### src/rtl/scram_trip_defs.svh
// Constants of the scram trip voting logic: sizes, channel layout, timing.
// Assumes a single 50 MHz system clock; included by package and modules.
`ifndef SCRAM_TRIP_DEFS_SVH
`define SCRAM_TRIP_DEFS_SVH

// Monitored variables, each seen by one channel in every automatic logic.
`define STV_NVAR 8
// Control rods served by the pilot solenoid outputs.
`define STV_NROD 4
// Channels: four automatic logics of STV_NVAR channels, then two buttons.
`define STV_NAUTO 32
`define STV_NCH 34
`define STV_ID_W 6
// Channel index of manual logic A and manual logic B.
`define STV_MAN_A_CH 32
`define STV_MAN_B_CH 33
// Logic numbering of the actuator vector.
`define STV_NLOGIC 6
`define STV_AUTO_ONE_A 0
`define STV_AUTO_TWO_A 1
`define STV_AUTO_ONE_B 2
`define STV_AUTO_TWO_B 3
`define STV_MANUAL_A 4
`define STV_MANUAL_B 5
// Variable index of the steam line isolation trip.
`define STV_STEAM_VAR 3
// Backup scram solenoids common to all rods.
`define STV_NBACKUP 2

// Reset delay in seconds and the clock rate in hertz.
`define STV_RESET_DELAY_S 10
`define STV_CLK_HZ 50000000
`define STV_RESET_DELAY_CYC (`STV_RESET_DELAY_S * `STV_CLK_HZ)
`define STV_CNT_W 29

`endif

### src/rtl/scram_trip_pkg.sv
// Types of the scram trip voting logic.
// Assumes scram_trip_defs.svh is on the include path.
`include "scram_trip_defs.svh"

package scram_trip_pkg;

    typedef enum logic {
        TMR_TIMING,
        TMR_EXPIRED
    } timer_phase_t;

    typedef struct packed {
        timer_phase_t phase;
        logic [`STV_CNT_W-1:0] count;
    } timer_state_t;

    typedef struct packed {
        logic [`STV_NCH-1:0] chan_ok;
        logic [`STV_NCH-1:0] prev_trip;
        logic [`STV_NLOGIC-1:0] act_ok;
        logic [`STV_NVAR-1:0] var_ind;
        logic sys_a_ind;
        logic sys_b_ind;
        logic alarm;
        logic [`STV_NCH-1:0] batch;
        logic [`STV_NCH-1:0] wait_set;
        logic log_valid;
        logic [`STV_ID_W-1:0] log_id;
        logic pilot_a;
        logic pilot_b;
        logic backup;
        logic rod_scram;
    } stv_state_t;

endpackage : scram_trip_pkg

### src/rtl/scram_trip_voting_logic.sv
// Trip voting, actuation, annunciation and trip logging of a protection
// system with two trip systems of two automatic and one manual logic each.
// Assumes all inputs are synchronous to CLK_SYS; the sensor and button inputs
// and the pilot solenoid outputs are high while healthy and low while tripped.
`timescale 1ns/1ps
`default_nettype none
`include "scram_trip_defs.svh"

//////////////////////////////////////////////////////////////////////////////

// Behaviour
// RULE1 - Two trip systems, two automatic, one manual.
// RULE2 - Healthy is asserted; trip means deasserted.
// RULE3 - Bypass acts only while its input asserted.
// RULE4 - Rod scrams only when both pilots drop.
// RULE5 - One pilot per system for every rod.
// RULE6 - Backup solenoids assert only when both tripped.
// RULE7 - Backup assertion inserts every rod regardless.
// RULE8 - Open channel trips logic, actuators, system pilots.
// RULE9 - Single system trip never scrams the rods.
// RULE10 - Manual button trips only its own system.
// RULE11 - Manual logic testable, resettable per system.
// RULE12 - Power loss trips everything, scramming rods.
// RULE13 - Reset after delay and cleared conditions only.
// RULE14 - One latched indication per monitored variable.
// RULE15 - Each trip system drives its trip indication.
// RULE16 - Channel trip sounds alarm; acknowledge silences.
// RULE17 - Indications latch; reset ignored while condition present.
// RULE18 - Trips reported by channel, in occurrence order; trips waiting over several cycles are merged and sent lowest index first.
// RULE19 - Information outputs derive from relay-level signals.
// RULE20 - Either automatic logic trips its system.
// RULE21 - Steam isolation bypassed outside run mode.
// RULE22 - Reset delay counter restarts on every trip; code restarts only on a fresh unbypassed channel trip or a supply loss.
module scram_trip_voting_logic #(
    parameter logic [`STV_CNT_W-1:0] RESET_DELAY_CYC =
        `STV_CNT_W'(`STV_RESET_DELAY_CYC)
) (
    // Clock, reset and enable.
    input wire logic CLK_SYS,
    input wire logic RST,
    input wire logic CE,
    // Sensor channel contacts, one bit per monitored variable.
    input wire logic [`STV_NVAR-1:0] SENS_AUTO_ONE_SYS_A,
    input wire logic [`STV_NVAR-1:0] SENS_AUTO_TWO_SYS_A,
    input wire logic [`STV_NVAR-1:0] SENS_AUTO_ONE_SYS_B,
    input wire logic [`STV_NVAR-1:0] SENS_AUTO_TWO_SYS_B,
    // Manual bypass contacts, normally open.
    input wire logic [`STV_NVAR-1:0] BYP_AUTO_ONE_SYS_A,
    input wire logic [`STV_NVAR-1:0] BYP_AUTO_TWO_SYS_A,
    input wire logic [`STV_NVAR-1:0] BYP_AUTO_ONE_SYS_B,
    input wire logic [`STV_NVAR-1:0] BYP_AUTO_TWO_SYS_B,
    // Mode selector and supply health.
    input wire logic MODE_RUN,
    input wire logic POWER_OK,
    // Operator panel.
    input wire logic MAN_BUTTON_SYS_A_OK,
    input wire logic MAN_BUTTON_SYS_B_OK,
    input wire logic RESET_SW_SYS_A,
    input wire logic RESET_SW_SYS_B,
    input wire logic ALARM_ACK,
    // Solenoid drives.
    output logic [`STV_NROD-1:0] PILOT_SOL_SYS_A,
    output logic [`STV_NROD-1:0] PILOT_SOL_SYS_B,
    output logic [`STV_NBACKUP-1:0] BACKUP_SOL,
    output logic [`STV_NROD-1:0] ROD_SCRAM_CMD,
    // Annunciation.
    output logic SYS_A_TRIP_IND,
    output logic SYS_B_TRIP_IND,
    output logic [`STV_NVAR-1:0] VAR_TRIP_IND,
    output logic AUDIBLE_ALARM,
    output logic RESET_PERMIT_SYS_A,
    output logic RESET_PERMIT_SYS_B,
    // Trip logger.
    output logic LOG_VALID,
    output logic [`STV_ID_W-1:0] LOG_CHAN_ID
);

    //////////////////////////////////////////////////////////////////////////

    scram_trip_pkg::stv_state_t st_ff;
    scram_trip_pkg::stv_state_t nxt_st;

    logic [`STV_NCH-1:0] sens_raw;
    logic [`STV_NCH-1:0] relay_trip;
    logic [`STV_NCH-1:0] byp_eff;
    logic [`STV_NCH-1:0] eff_trip;
    logic [`STV_NCH-1:0] new_trip;
    logic [`STV_NCH-1:0] new_eff;
    logic [`STV_NCH-1:0] batch_left;
    logic [`STV_NLOGIC-1:0] cause;
    logic [`STV_NVAR-1:0] var_trip;
    logic [`STV_ID_W-1:0] pick;
    logic cause_a;
    logic cause_b;
    logic restart_a;
    logic restart_b;
    logic expired_a;
    logic expired_b;
    logic accept_a;
    logic accept_b;
    logic any_reset;
    logic sys_a_trip;
    logic sys_b_trip;

    //////////////////////////////////////////////////////////////////////////

    // The raw contacts feed only the relay stage below; everything that
    // leaves the block is taken from the relay copy. [RULE19]
    assign sens_raw = {MAN_BUTTON_SYS_B_OK, MAN_BUTTON_SYS_A_OK,
                       SENS_AUTO_TWO_SYS_B, SENS_AUTO_ONE_SYS_B,
                       SENS_AUTO_TWO_SYS_A, SENS_AUTO_ONE_SYS_A};

    // One reset delay timer per trip system.
    reset_delay_timer #(
        .DELAY_CYC(RESET_DELAY_CYC)
    ) u_timer_a (
        .clk(CLK_SYS),
        .rst(RST),
        .ce(CE),
        .restart(restart_a),
        .expired(expired_a)
    );

    reset_delay_timer #(
        .DELAY_CYC(RESET_DELAY_CYC)
    ) u_timer_b (
        .clk(CLK_SYS),
        .rst(RST),
        .ce(CE),
        .restart(restart_b),
        .expired(expired_b)
    );

    //////////////////////////////////////////////////////////////////////////

    always_comb begin
        nxt_st = st_ff;
        relay_trip = ~st_ff.chan_ok;
        byp_eff = {2'b00, BYP_AUTO_TWO_SYS_B, BYP_AUTO_ONE_SYS_B,
                   BYP_AUTO_TWO_SYS_A, BYP_AUTO_ONE_SYS_A}; // [RULE3]
        var_trip = '0;
        cause = '0;
        pick = '0;

        // Outside run mode the steam isolation channels of every automatic
        // logic are bypassed without any operator action.
        for (int k = 0; k < 4; k++) begin
            if (!MODE_RUN) begin
                byp_eff[k * `STV_NVAR + `STV_STEAM_VAR] = 1'b1; // [RULE21]
            end
        end

        // Relay stage: an opened contact drops its channel relay.
        nxt_st.chan_ok = sens_raw; // [RULE8]
        eff_trip = relay_trip & ~byp_eff;
        new_trip = relay_trip & ~st_ff.prev_trip;
        new_eff = new_trip & ~byp_eff;
        nxt_st.prev_trip = relay_trip;

        // Each automatic logic opens on any unbypassed channel; the manual
        // logics open on their own button only.
        for (int k = 0; k < 4; k++) begin
            cause[k] = |eff_trip[k * `STV_NVAR +: `STV_NVAR]; // [RULE8]
        end
        cause[`STV_MANUAL_A] = eff_trip[`STV_MAN_A_CH]; // [RULE1] [RULE10]
        cause[`STV_MANUAL_B] = eff_trip[`STV_MAN_B_CH]; // [RULE10]

        cause_a = cause[`STV_AUTO_ONE_A] | cause[`STV_AUTO_TWO_A]
                | cause[`STV_MANUAL_A]; // [RULE20]
        cause_b = cause[`STV_AUTO_ONE_B] | cause[`STV_AUTO_TWO_B]
                | cause[`STV_MANUAL_B]; // [RULE20]

        // A fresh trip or a supply loss restarts the system's wait.
        restart_a = (|new_eff[0 +: 2 * `STV_NVAR]) | new_eff[`STV_MAN_A_CH]
                  | ~POWER_OK; // [RULE22]
        restart_b = (|new_eff[2 * `STV_NVAR +: 2 * `STV_NVAR])
                  | new_eff[`STV_MAN_B_CH] | ~POWER_OK; // [RULE22]

        // Reset is taken only after the delay and with every cause gone.
        accept_a = RESET_SW_SYS_A & expired_a & ~cause_a & POWER_OK
                 & ~restart_a; // [RULE13]
        accept_b = RESET_SW_SYS_B & expired_b & ~cause_b & POWER_OK
                 & ~restart_b; // [RULE13]

        // Actuators drop on their cause and stay down until reset; the
        // reset acts on one trip system only, so each can be tested alone.
        for (int l = 0; l < `STV_NLOGIC; l++) begin
            if (!POWER_OK || cause[l]) begin
                nxt_st.act_ok[l] = 1'b0; // [RULE12] [RULE13]
            end else if ((l == `STV_AUTO_ONE_A || l == `STV_AUTO_TWO_A ||
                          l == `STV_MANUAL_A) ? accept_a : accept_b) begin
                nxt_st.act_ok[l] = 1'b1; // [RULE11]
            end
        end

        // Any dropped actuator of a system trips that whole system.
        sys_a_trip = ~(nxt_st.act_ok[`STV_AUTO_ONE_A]
                     & nxt_st.act_ok[`STV_AUTO_TWO_A]
                     & nxt_st.act_ok[`STV_MANUAL_A]); // [RULE8] [RULE20]
        sys_b_trip = ~(nxt_st.act_ok[`STV_AUTO_ONE_B]
                     & nxt_st.act_ok[`STV_AUTO_TWO_B]
                     & nxt_st.act_ok[`STV_MANUAL_B]); // [RULE8] [RULE20]

        // Pilot A follows system A and pilot B system B; the rod stays
        // out while either is held, so one system alone cannot scram.
        nxt_st.pilot_a = ~sys_a_trip; // [RULE2] [RULE5]
        nxt_st.pilot_b = ~sys_b_trip; // [RULE2] [RULE5]
        nxt_st.backup = sys_a_trip & sys_b_trip; // [RULE6]
        nxt_st.rod_scram = (sys_a_trip & sys_b_trip)
                         | nxt_st.backup; // [RULE4] [RULE7] [RULE9]

        nxt_st.sys_a_ind = sys_a_trip; // [RULE15]
        nxt_st.sys_b_ind = sys_b_trip; // [RULE15]

        // Variable windows are shared by all channels of one variable and
        // latch; an operator reset clears only windows whose cause is gone.
        for (int v = 0; v < `STV_NVAR; v++) begin
            for (int k = 0; k < 4; k++) begin
                var_trip[v] = var_trip[v]
                            | relay_trip[k * `STV_NVAR + v]; // [RULE14]
            end
        end
        any_reset = RESET_SW_SYS_A | RESET_SW_SYS_B;
        for (int v = 0; v < `STV_NVAR; v++) begin
            if (var_trip[v]) begin
                nxt_st.var_ind[v] = 1'b1; // [RULE14]
            end else if (any_reset) begin
                nxt_st.var_ind[v] = 1'b0; // [RULE17]
            end
        end

        // A trip arriving with the acknowledge still sounds the alarm.
        if (|new_trip) begin
            nxt_st.alarm = 1'b1; // [RULE16]
        end else if (ALARM_ACK) begin
            nxt_st.alarm = 1'b0; // [RULE16]
        end

        // Logger: one channel identity per cycle. Trips of one cycle form a
        // batch sent lowest index first; later trips wait in a second set,
        // so order between cycles holds as long as the logger keeps up.
        batch_left = st_ff.batch;
        nxt_st.log_valid = 1'b0;
        if (st_ff.batch != '0) begin
            for (int i = `STV_NCH - 1; i >= 0; i--) begin
                if (st_ff.batch[i]) begin
                    pick = `STV_ID_W'(i);
                end
            end
            batch_left[pick] = 1'b0;
            nxt_st.log_valid = 1'b1; // [RULE18]
            nxt_st.log_id = pick; // [RULE18]
        end
        if (batch_left == '0) begin
            nxt_st.batch = st_ff.wait_set | new_trip; // [RULE18]
            nxt_st.wait_set = '0;
        end else begin
            nxt_st.batch = batch_left;
            nxt_st.wait_set = st_ff.wait_set | new_trip; // [RULE18]
        end
    end

    //////////////////////////////////////////////////////////////////////////

    // Reset leaves actuators, solenoids and system indications tripped, as after
    // a loss of supply; relays start dropped with their history set so start-up logs no events.
    always_ff @(posedge CLK_SYS) begin
        if (RST) begin
            st_ff.chan_ok <= '0; // [RULE12]
            st_ff.prev_trip <= '1;
            st_ff.act_ok <= '0; // [RULE12]
            st_ff.var_ind <= '0;
            st_ff.sys_a_ind <= 1'b1;
            st_ff.sys_b_ind <= 1'b1;
            st_ff.alarm <= 1'b0;
            st_ff.batch <= '0;
            st_ff.wait_set <= '0;
            st_ff.log_valid <= 1'b0;
            st_ff.log_id <= '0;
            st_ff.pilot_a <= 1'b0;
            st_ff.pilot_b <= 1'b0;
            st_ff.backup <= 1'b1;
            st_ff.rod_scram <= 1'b1;
        end else if (CE) begin
            st_ff <= nxt_st;
        end
    end

    //////////////////////////////////////////////////////////////////////////

    // Every rod gets one pilot from each system and the common backup.
    for (genvar r = 0; r < `STV_NROD; r++) begin : g_rod
        assign PILOT_SOL_SYS_A[r] = st_ff.pilot_a; // [RULE5]
        assign PILOT_SOL_SYS_B[r] = st_ff.pilot_b; // [RULE5]
        assign ROD_SCRAM_CMD[r] = st_ff.rod_scram; // [RULE4] [RULE7]
    end

    for (genvar b = 0; b < `STV_NBACKUP; b++) begin : g_backup
        assign BACKUP_SOL[b] = st_ff.backup; // [RULE6]
    end

    assign SYS_A_TRIP_IND = st_ff.sys_a_ind;
    assign SYS_B_TRIP_IND = st_ff.sys_b_ind;
    assign VAR_TRIP_IND = st_ff.var_ind;
    assign AUDIBLE_ALARM = st_ff.alarm;
    assign LOG_VALID = st_ff.log_valid;
    assign LOG_CHAN_ID = st_ff.log_id;
    assign RESET_PERMIT_SYS_A = expired_a;
    assign RESET_PERMIT_SYS_B = expired_b;

endmodule : scram_trip_voting_logic
`default_nettype wire

### src/rtl/reset_delay_timer.sv
// Saturating delay timer that gates the manual reset of one trip system.
// Assumes restart comes from the voting logic: a pulse on a fresh trip, held high during a supply loss.
`timescale 1ns/1ps
`default_nettype none
`include "scram_trip_defs.svh"

module reset_delay_timer #(
    parameter logic [`STV_CNT_W-1:0] DELAY_CYC =
        `STV_CNT_W'(`STV_RESET_DELAY_CYC)
) (
    // Clock, reset and enable.
    input wire logic clk,
    input wire logic rst,
    input wire logic ce,
    // Control and status.
    input wire logic restart,
    output logic expired
);

    scram_trip_pkg::timer_state_t st_ff;
    scram_trip_pkg::timer_state_t nxt_st;

    always_comb begin
        nxt_st = st_ff;
        if (restart) begin
            // A new trip always starts the wait over again.
            nxt_st.phase = scram_trip_pkg::TMR_TIMING;
            nxt_st.count = '0;
        end else begin
            case (st_ff.phase)
                scram_trip_pkg::TMR_TIMING: begin
                    if (st_ff.count >= DELAY_CYC - `STV_CNT_W'(1)) begin
                        nxt_st.phase = scram_trip_pkg::TMR_EXPIRED;
                        nxt_st.count = DELAY_CYC;
                    end else begin
                        nxt_st.count = st_ff.count + `STV_CNT_W'(1);
                    end
                end
                scram_trip_pkg::TMR_EXPIRED: begin
                    nxt_st.count = DELAY_CYC;
                end
                default: begin
                    nxt_st.phase = scram_trip_pkg::TMR_TIMING;
                    nxt_st.count = '0;
                end
            endcase
        end
    end

    always_ff @(posedge clk) begin
        if (rst) begin
            st_ff <= '{phase: scram_trip_pkg::TMR_TIMING, count: '0};
        end else if (ce) begin
            st_ff <= nxt_st;
        end
    end

    assign expired = (st_ff.phase == scram_trip_pkg::TMR_EXPIRED);

endmodule : reset_delay_timer
`default_nettype wire

### config.mk
export PLATFORM = sky130hd
export DESIGN_NAME = scram_trip_voting_logic
export DESIGN_NICKNAME = d
export VERILOG_FILES = /design/src/rtl/scram_trip_pkg.sv /design/src/rtl/scram_trip_voting_logic.sv /design/src/rtl/reset_delay_timer.sv
export VERILOG_INCLUDE_DIRS = /design/src /design/src/rtl
export SDC_FILE = /design/constraint.sdc
export NUM_CORES = 1
export LEC_CHECK = 0
export BUFFER_PORTS_ARGS = -buffer_cell sky130_fd_sc_hd__buf_2
export CORE_ASPECT_RATIO = 1.75
export CORE_MARGIN = 4
export CORE_UTILIZATION = 36
export CTS_CLUSTER_SIZE = 28
export DETAILED_ROUTE_END_ITERATION = 8
export PLACE_DENSITY = 0.61
export REMOVE_ABC_BUFFERS = 1
export SYNTH_ARGS = -nofsm -noshare
export SYNTH_HDL_FRONTEND = slang
export SYNTH_SLANG_ARGS = --single-unit
### constraint.sdc
create_clock -name CLK_SYS -period 6.3 [get_ports CLK_SYS]
set_input_delay 1.26 -clock CLK_SYS [delete_from_list [all_inputs] [get_ports CLK_SYS]]
set_output_delay 1.26 -clock CLK_SYS [all_outputs]
set_load 0.02 [all_outputs]
==> summary.md, run 1 <==
The floorplan step defined a die boundary enclosing 34,500 um2. The site row count is 85, and the fraction of final layout cells sized beyond drive strength 1 is 14.4%. Hold path depth: 2.

For this design, the CTS-stage hold fixing added 0 buffers. The primary flip-flop cell chosen by synthesis mapping is sky130_fd_sc_hd__dfxtp_1. For the critical path data arrival time, the log shows 4.80 ns. The largest fanout on the critical path was 35. The worst register-to-register path begins at st_ff[73]. The floorplan step set the die width to 142 um. The global-route met1 utilization was 23.7%. The wire length of the first global-routing pass was 58.3 mm; the layout overhead on the synthesized area was 10.7%. The largest stage delay on the critical path was 0.99 ns; the max capacitance violation total was 0.

The total placed cells including tap cells is 1,823, and the met2 track demand over resource is 36.6%. The worst setup path is of the reg2reg kind. In this run, post-CTS repair resized a total of 0 instances.

The library cells used most frequently in the layout, excluding fill and tap cells, are sky130_fd_sc_hd__dfxtp_1, sky130_fd_sc_hd__nand2_1, sky130_fd_sc_hd__nor2_1, sky130_fd_sc_hd__buf_2, sky130_fd_sc_hd__a21oi_1. Setup repair after global routing left no endpoint under its margin. The number of enable-type register cells in the synthesized netlist was 0; the final wirelength was 36.8 mm.

TritonCTS created 21 clock buffers. The number of H-tree branching levels was 1; the count of yosys warnings during synthesis was 0. The final worst clock skew was 0.0164 ns. The tools report the final layout net count as 1,531. The clock reaches the later pin of the worst-skew pair after 0.52 ns. The wire length per cell after detailed routing came out at 19.8 um. Summed over all layers, the global routing overflow is 0. The core region is 30,900 um2. Max-slew violation total from the final report: 0. For the via count of the routed design, the log shows 10,968.

The worst register-to-register path has a depth of 10. The distinct cell type count of the synthesized netlist was 76. The number of antenna violations at the first check in global routing was 0; the final instance count without filler cells was 1,860. Global routing consumed, over all layers together, 20.7% of the routing resources.

The synthesized instance count was 1,430. Clock tree synthesis found a total of 223 sinks. The top achievable clock speed came out at 225 MHz. Counting along the longest clock path gives a buffer depth of 3. The tools report the number of global-route vias before repair as 10,566. The layer flagged by global routing as most heavily used is met2.

The congestion estimate from routability-driven global placement came to 0.950. The total power was 3.67 mW; the total power per unit cell area was 292 nW/um2. The worst setup path is captured at a flop. Cells fill 40.6% of the core in the end.

The final period demand of the worst path is 4.45 ns, and the mean cell area of the mapped netlist is 7.94 um2. The tools report the antenna cell count as 0. Startpoint of the most critical hold path: SYS_A_TRIP_IND.

Across all hold checks on the routed design, the worst slack comes to 0.448 ns. Counting flops and latches in the post-synthesis netlist gives 223. For this run, design rule violations remaining after detail routing come to 0. Sorting the synthesized cells by area gives the leading types as sky130_fd_sc_hd__dfxtp_1, sky130_fd_sc_hd__nand2_1, sky130_fd_sc_hd__nor2_1. For this block, the initial DRC count from the detailed router was 769. The clock slew at the register clock pins of the worst setup and hold paths was 0.06 ns. The worst setup path is launched from a flop. The buffers plus inverters on the worst setup path works out to 1.

The initial standard-cell utilization of the core is 36.7%, and the placed wire-length estimate after detailed placement is 26.8 mm. In this run the register-to-register setup slack is 1.85 ns. The met3 track utilization from global routing was 1.93%; the via-per-instance ratio was 5.90. The transition time of the tightest slew-check pin is 1.09 ns, and the final antenna-violating net count is 0.

The worst path uses 70.7% of the clock period. In the synthesized netlist the async set-or-reset flop fraction comes to 0%. The detailed-routing iteration count for the pre-antenna-repair pass is 5, and the post-CTS setup buffer count is 0.

Cell class contributing the biggest share of worst-path delay: simple AND/OR/NAND/NOR gates. Measured along the y axis, the die boundary spans 243 um. The leading area contributor after synthesis was sky130_fd_sc_hd__dfxtp_1. On the critical path, the stage with the largest delay is an instance of sky130_fd_sc_hd__and4_2.

The critical path goes through nor4_1 > o2111ai_2 > and2_4 > a211oi_2 > o211ai_1 > a221oi_1 > and4b_1 > buf_4 > and4_2 > nor3_1. The part of the Yosys area used for sequential elements came out at 39.3%. Worst max-slew margin expressed relative to the limit: 27.4%.

The largest net degree at the start of global routing came out at 73. TritonCTS built the clock tree. For the required time of the critical path, the log shows 6.65 ns. The flow ran to the end, and the final reports show no timing, DRC or antenna violations. The tools report the root buffer selected by CTS as sky130_fd_sc_hd__clkbuf_16. Commonest non-fill, non-tap cell in the layout: sky130_fd_sc_hd__dfxtp_1. The worst IR drop on VDD is 227 uV, and the area share of the leading cell type in the synthesized netlist is 39.3%. During I/O placement, the number of pins put on the boundary was 108. The total negative slack for setup checks is 0 ns. Origin of the worst setup path: st_ff[73]. The type of the most critical hold path was reg2reg. During placement, the flow inserted port buffers numbering 107. Path length in cells of the critical path: 10. In this run the static leakage power is 4.56 nW. The tools report the number of hold violations in the final report as 0. Final count of negative-setup-slack endpoints: 0. The mapped netlist covers 11,300 um2.
## registers in the layout, indices dropped and copies added, names as in the netlist
signal	flops
u_timer_a.expired	1
SYS_B_TRIP_IND	1
PILOT_SOL_SYS_B	1
LOG_VALID	1
ROD_SCRAM_CMD	1
st_ff	142
AUDIBLE_ALARM	1
LOG_CHAN_ID	6
VAR_TRIP_IND	8
u_timer_a.st_ff	29
u_timer_b.expired	1
SYS_A_TRIP_IND	1
PILOT_SOL_SYS_A	1
u_timer_b.st_ff	29
## power breakdown
| group | switching, mW | internal [mW] |
|---|---|---|
| Sequential | 0.0689 | 1.46 |
| Clock | 0.563 | 0.734 |
| Combinational | 0.604 | 0.240 |
| Total | 1.24 | 2.44 |
## synthesized netlist by cell type, drive strengths merged (6+ instances only)
| cell type | count |
|---|---|
| a211oi | 8 |
| a21oi | 91 |
| a22oi | 7 |
| a31oi | 20 |
| a41oi | 9 |
| and2 | 8 |
| and3 | 10 |
| and4 | 7 |
| buf | 53 |
| clkbuf | 62 |
| dfxtp | 223 |
| inv | 21 |
| mux2i | 38 |
| nand2 | 176 |
| nand3 | 51 |
| nand4 | 16 |
| nor2 | 166 |
| nor2b | 6 |
| nor3 | 92 |
| nor3b | 8 |
| nor4 | 31 |
| o2111ai | 39 |
| o211a | 8 |
| o211ai | 16 |
| o21a | 12 |
| o21ai | 129 |
| o22ai | 16 |
| o311ai | 8 |
| o31ai | 7 |
| or2 | 10 |
| or4 | 9 |
## final cells by class
class | instances | area, um2
fill | 3118 | 18400
clock inverter | 11 | 118
sequential | 223 | 4460
timing repair buffer | 117 | 619
tap | 391 | 489
clock buffer | 26 | 574
multi-input combinational | 1070 | 6210
inverter | 22 | 83.8
## worst paths after layout
path | end
max | st_ff[23]
min | SYS_A_TRIP_IND
max reg2reg | st_ff[23]
min reg2reg | SYS_A_TRIP_IND
## logic make-up after synthesis
logic type | synth area share [%]
flops | 39.3
simple gates | 26.5
xor+xnor | 0.772
fa+ha+maj | 0.220
buf+inv | 5.90
mux | 3.35
compound gates | 23.9
## routing by layer
layer  part of all wire (%)  vias up  wire (um)
li1                       -     5291          -
met1                     38     5195      14100
met2                     51      364      18600
met3                    4.4      118       1610
met4                    6.7        0       2460
met5                      0        -          0
## per-stage QoR
stage / worst slack (ns) / instance area (um2)
6_report: 1.85 / 12600
4_1_cts: 1.85 / 12600
5_1_grt: 1.59 / 12600
3_5_place_dp: 1.88 / 11900
3_3_place_gp: 1.86 / 11900
2_1_floorplan: 2.15 / 10800
## worst reg2reg max path, cell delays in order, from the launching register on
cell and delay (ns):
sky130_fd_sc_hd__dfxtp_1 0.36, sky130_fd_sc_hd__nor4_1 0.67, sky130_fd_sc_hd__o2111ai_2 0.21, sky130_fd_sc_hd__and2_4 0.20, sky130_fd_sc_hd__a211oi_2 0.58, sky130_fd_sc_hd__o211ai_1 0.19, sky130_fd_sc_hd__a221oi_1 0.33, sky130_fd_sc_hd__and4b_1 0.25
sky130_fd_sc_hd__buf_4 0.36, sky130_fd_sc_hd__and4_2 1.02, sky130_fd_sc_hd__nor3_1 0.13
Note: power is estimated with default switching activity, not from simulation.
==> run 2: changes to the inputs <==
clock period = 4.1 ns   (was 6.3 ns; I/O delays follow)
==> summary.md, run 2 (synthesis results as in run 1) <==
Hold path depth: 2 (unchanged). For the switching power of the nets, the log shows 1.92 mW (+55%). The largest registers in the layout are st_ff: 142 flops, u_timer_a.st_ff: 29 flops, u_timer_b.st_ff: 29 flops. The footprint of the flip-flops and latches was 4460 um2 (unchanged). The logs give 108 (unchanged) for the top-level port count and 0.955 (+0.52%) for the placer congestion estimate. The total global-route track usage came out at 20.9% (+0.25 points). Share of total power in the clock network: 35.4% (about the same). The DRC violation total after the first TritonRoute iteration came out at 817 (+6.2%). The startpoint of the most critical hold path was SYS_A_TRIP_IND.

The largest net degree at the start of global routing is 110 (+51%), and the via-per-instance ratio is 5.84 (-0.97%). The final layout net count is 1,547 (+1.0%), and the final count of negative-setup-slack endpoints is 0 (unchanged). The worst max-slew margin expressed relative to the limit came out at 31.0% (+3.6 points). The tools report the worst min-delay path endpoint as SYS_A_TRIP_IND.

Final non-filler cell area: 12,800 um2 (+1.6%). The portion of total power attributed to sequential cells was 40.7% (-1.0 points). The logs give 85 (unchanged) for the site row count and 0 (unchanged) for the post-CTS resize count. The logs give 59.0 mm (+1.1%) for the wire length of the first global-routing pass and 3.88 mW (+59%) for the cell-internal power. Layout overhead on the synthesized area: 12.4%.

The critical path is of the reg2reg type. The run gives 0 (unchanged) as the number of hold violations in the final report. The run finished with clean final reports. The share of total power consumed by net switching was 33.1% (-0.56 points). Flip-flop count of the largest register, all copies and words added: 142 (unchanged). The element type at the critical path start was a flop. The final period demand of the worst path is 3.46 ns (-0.990 ns).

Setup repair after global routing left no endpoint under its margin. The beginning of the worst register-to-register path is u_timer_b.st_ff[0]. The remaining routing DRC violations came out at 0 (unchanged). The final wirelength is 37.1 mm (+0.93%), and the final antenna-violating net count is 0 (unchanged). The number of CTS-inserted buffers was 22 (+4.8%); the combinational share of power was 23.9% (+0.9 points). The run gives 3,128 (+0.32%) as the number of fill cells.

Antenna cell count: 0 (unchanged). Detailed-routing iteration count for the pre-antenna-repair pass: 5 (unchanged). The transition time of the tightest slew-check pin is 1.01 ns (-0.0781 ns).

TritonCTS built the clock tree. For the number of clock sinks, the log shows 223 (unchanged). The number of port buffers came out at 107 (unchanged). The placed wire-length estimate after detailed placement is 27.2 mm (+1.4%). The logic depth of the worst register-to-register path came out at 11 (+1).

The number of antenna violations at the first check in global routing came out at 0 (unchanged). The total power per unit cell area is 454 nW/um2 (+55%), and the worst-case register-to-register setup slack is 0.64 ns (-1.21 ns). The register with the most flip-flops is st_ff. Worst IR drop on VDD: 390 uV (+71%).

The post-CTS setup buffer count is 0 (unchanged), and the max-slew violation total from the final report is 0 (unchanged). For the total grt overflow, the log shows 0 (unchanged). Wire length per cell after detailed routing: 19.8 um (about the same).

The via count of the routed design is 10,955 (-0.12%), and the fraction of the cycle the final worst path needs is 84.5% (+14 points). For the total cell area at the placement stage, the log shows 12,000 um2 (+1.4%). For the final worst clock skew, the log shows 0.0102 ns (-0.00622 ns). For the total negative slack for setup checks, the log shows 0 ns (unchanged). Number of hold buffers added after cts: 0 (unchanged).

The max capacitance violation total came out at 0 (unchanged). Root buffer selected by CTS: sky130_fd_sc_hd__clkbuf_16. Die width: 142 um (unchanged). The tools report the area taken by multi-input logic gates as 6210 um2 (unchanged). STA classifies the critical path endpoint as a flop. The post-place setup slack was 0.622 ns (-1.26 ns).

The maximum clock insertion buffer count is 3 (unchanged). The run gives 36.7% (unchanged) as the initial standard-cell utilization of the core. Leaving out fill and tap cells, the most frequent cells in the layout are sky130_fd_sc_hd__dfxtp_1, sky130_fd_sc_hd__nand2_1, sky130_fd_sc_hd__nor2_1, sky130_fd_sc_hd__buf_2, sky130_fd_sc_hd__a21oi_1.

The floorplan die height is 243 um (unchanged), and the area of the placeable core is 30,900 um2 (unchanged). The tools report the number of global-route vias before repair as 10,756 (+1.8%). Type of the most critical hold path: reg2reg. The critical path data arrival time was 3.87 ns (-0.93 ns). For the die area, the log shows 34,500 um2 (unchanged). The clock slew at the register clock pins of the worst setup and hold paths came out at 0.06 ns (about the same).

The tools report the number of H-tree branching levels as 1 (unchanged). The required time of the critical path is 4.51 ns (-2.14 ns). The fraction of final layout cells sized beyond drive strength 1 came out at 15.2% (+0.79 points).

Commonest non-fill, non-tap cell in the layout: sky130_fd_sc_hd__dfxtp_1. The worst register-to-register path ends at u_timer_b.st_ff[5]. The later-pin clock latency in the skew report is 0.52 ns (about the same), and the static leakage power is 4.67 nW (+2.4%). The smallest setup slack after layout is 0.637 ns (-1.21 ns), and the top achievable clock speed is 289 MHz (+29%). The largest fanout on the critical path is 9 (-74%).
==> run 2: worst max-delay path by stage <==
stage,startpoint,to,slack [ns]
floorplan,st_ff[69],st_ff[23],-0.05
global placement,BYP_AUTO_ONE_SYS_A[6],u_timer_a.st_ff[25],0.69
detailed placement,MODE_RUN,u_timer_a.st_ff[25],0.62
CTS,st_ff[60],st_ff[25],0.66
global route,u_timer_b.st_ff[0],u_timer_b.st_ff[20],0.28
finish,u_timer_b.st_ff[0],u_timer_b.st_ff[5],0.64
==> run 2: final cells by class <==
class,count,share of cell area [%]
Clock buffer,32,5.17
Clock inverter,6,0.520
Sequential cell,223,35.0
Timing Repair Buffer,132,6.13
Multi-Input combinational cell,1070,48.7
Tap cell,391,3.83
Inverter,22,0.657
==> run 2: routing by layer <==
layer,share of wire [%],global-route usage [%],vias up
met1,38,23.5,5182
li1,-,-,5322
met2,52,38.2,359
met4,5.1,10.8,0
met3,4.2,2.28,92
met5,0,0,-
==> run 2: stage by stage <==
step / hold WS, ns / cells / power [mW] / util (%)
after CTS: 0.463 / 1876 / 5.83 / 41.2
final: 0.456 / 1876 / 5.79 / 41.2
after detailed placement: 0.454 / 1838 / 3.77 / 38.9
after global routing: 0.490 / 1876 / 6.04 / 41.2
after global placement: 0.441 / 1838 / 3.77 / 38.9
after floorplan: 0.433 / 1315 / 3.17 / -
==> run 2: critical path: stages (launching register included) <==
cell	delay [ns]
sky130_fd_sc_hd__dfxtp_1	0.43
sky130_fd_sc_hd__ha_1	0.23
sky130_fd_sc_hd__nand3_1	0.21
sky130_fd_sc_hd__a211oi_1	0.31
sky130_fd_sc_hd__o31ai_1	0.11
sky130_fd_sc_hd__a2111oi_0	0.88
sky130_fd_sc_hd__o21ai_0	0.38
sky130_fd_sc_hd__buf_4	0.27
sky130_fd_sc_hd__nand3_1	0.26
sky130_fd_sc_hd__o21ai_0	0.12
sky130_fd_sc_hd__nand2_1	0.11
sky130_fd_sc_hd__o21ai_1	0.06
==> run 2: power groups by stage <==
stage	sequential [mW]	combinational, mW	clock, mW
4_1_cts	2.35	1.38	2.10
3_5_place_dp	2.40	1.37	0
2_1_floorplan	2.39	0.782	0
5_1_grt	2.37	1.50	2.18
6_report	2.36	1.39	2.05
3_3_place_gp	2.40	1.37	0
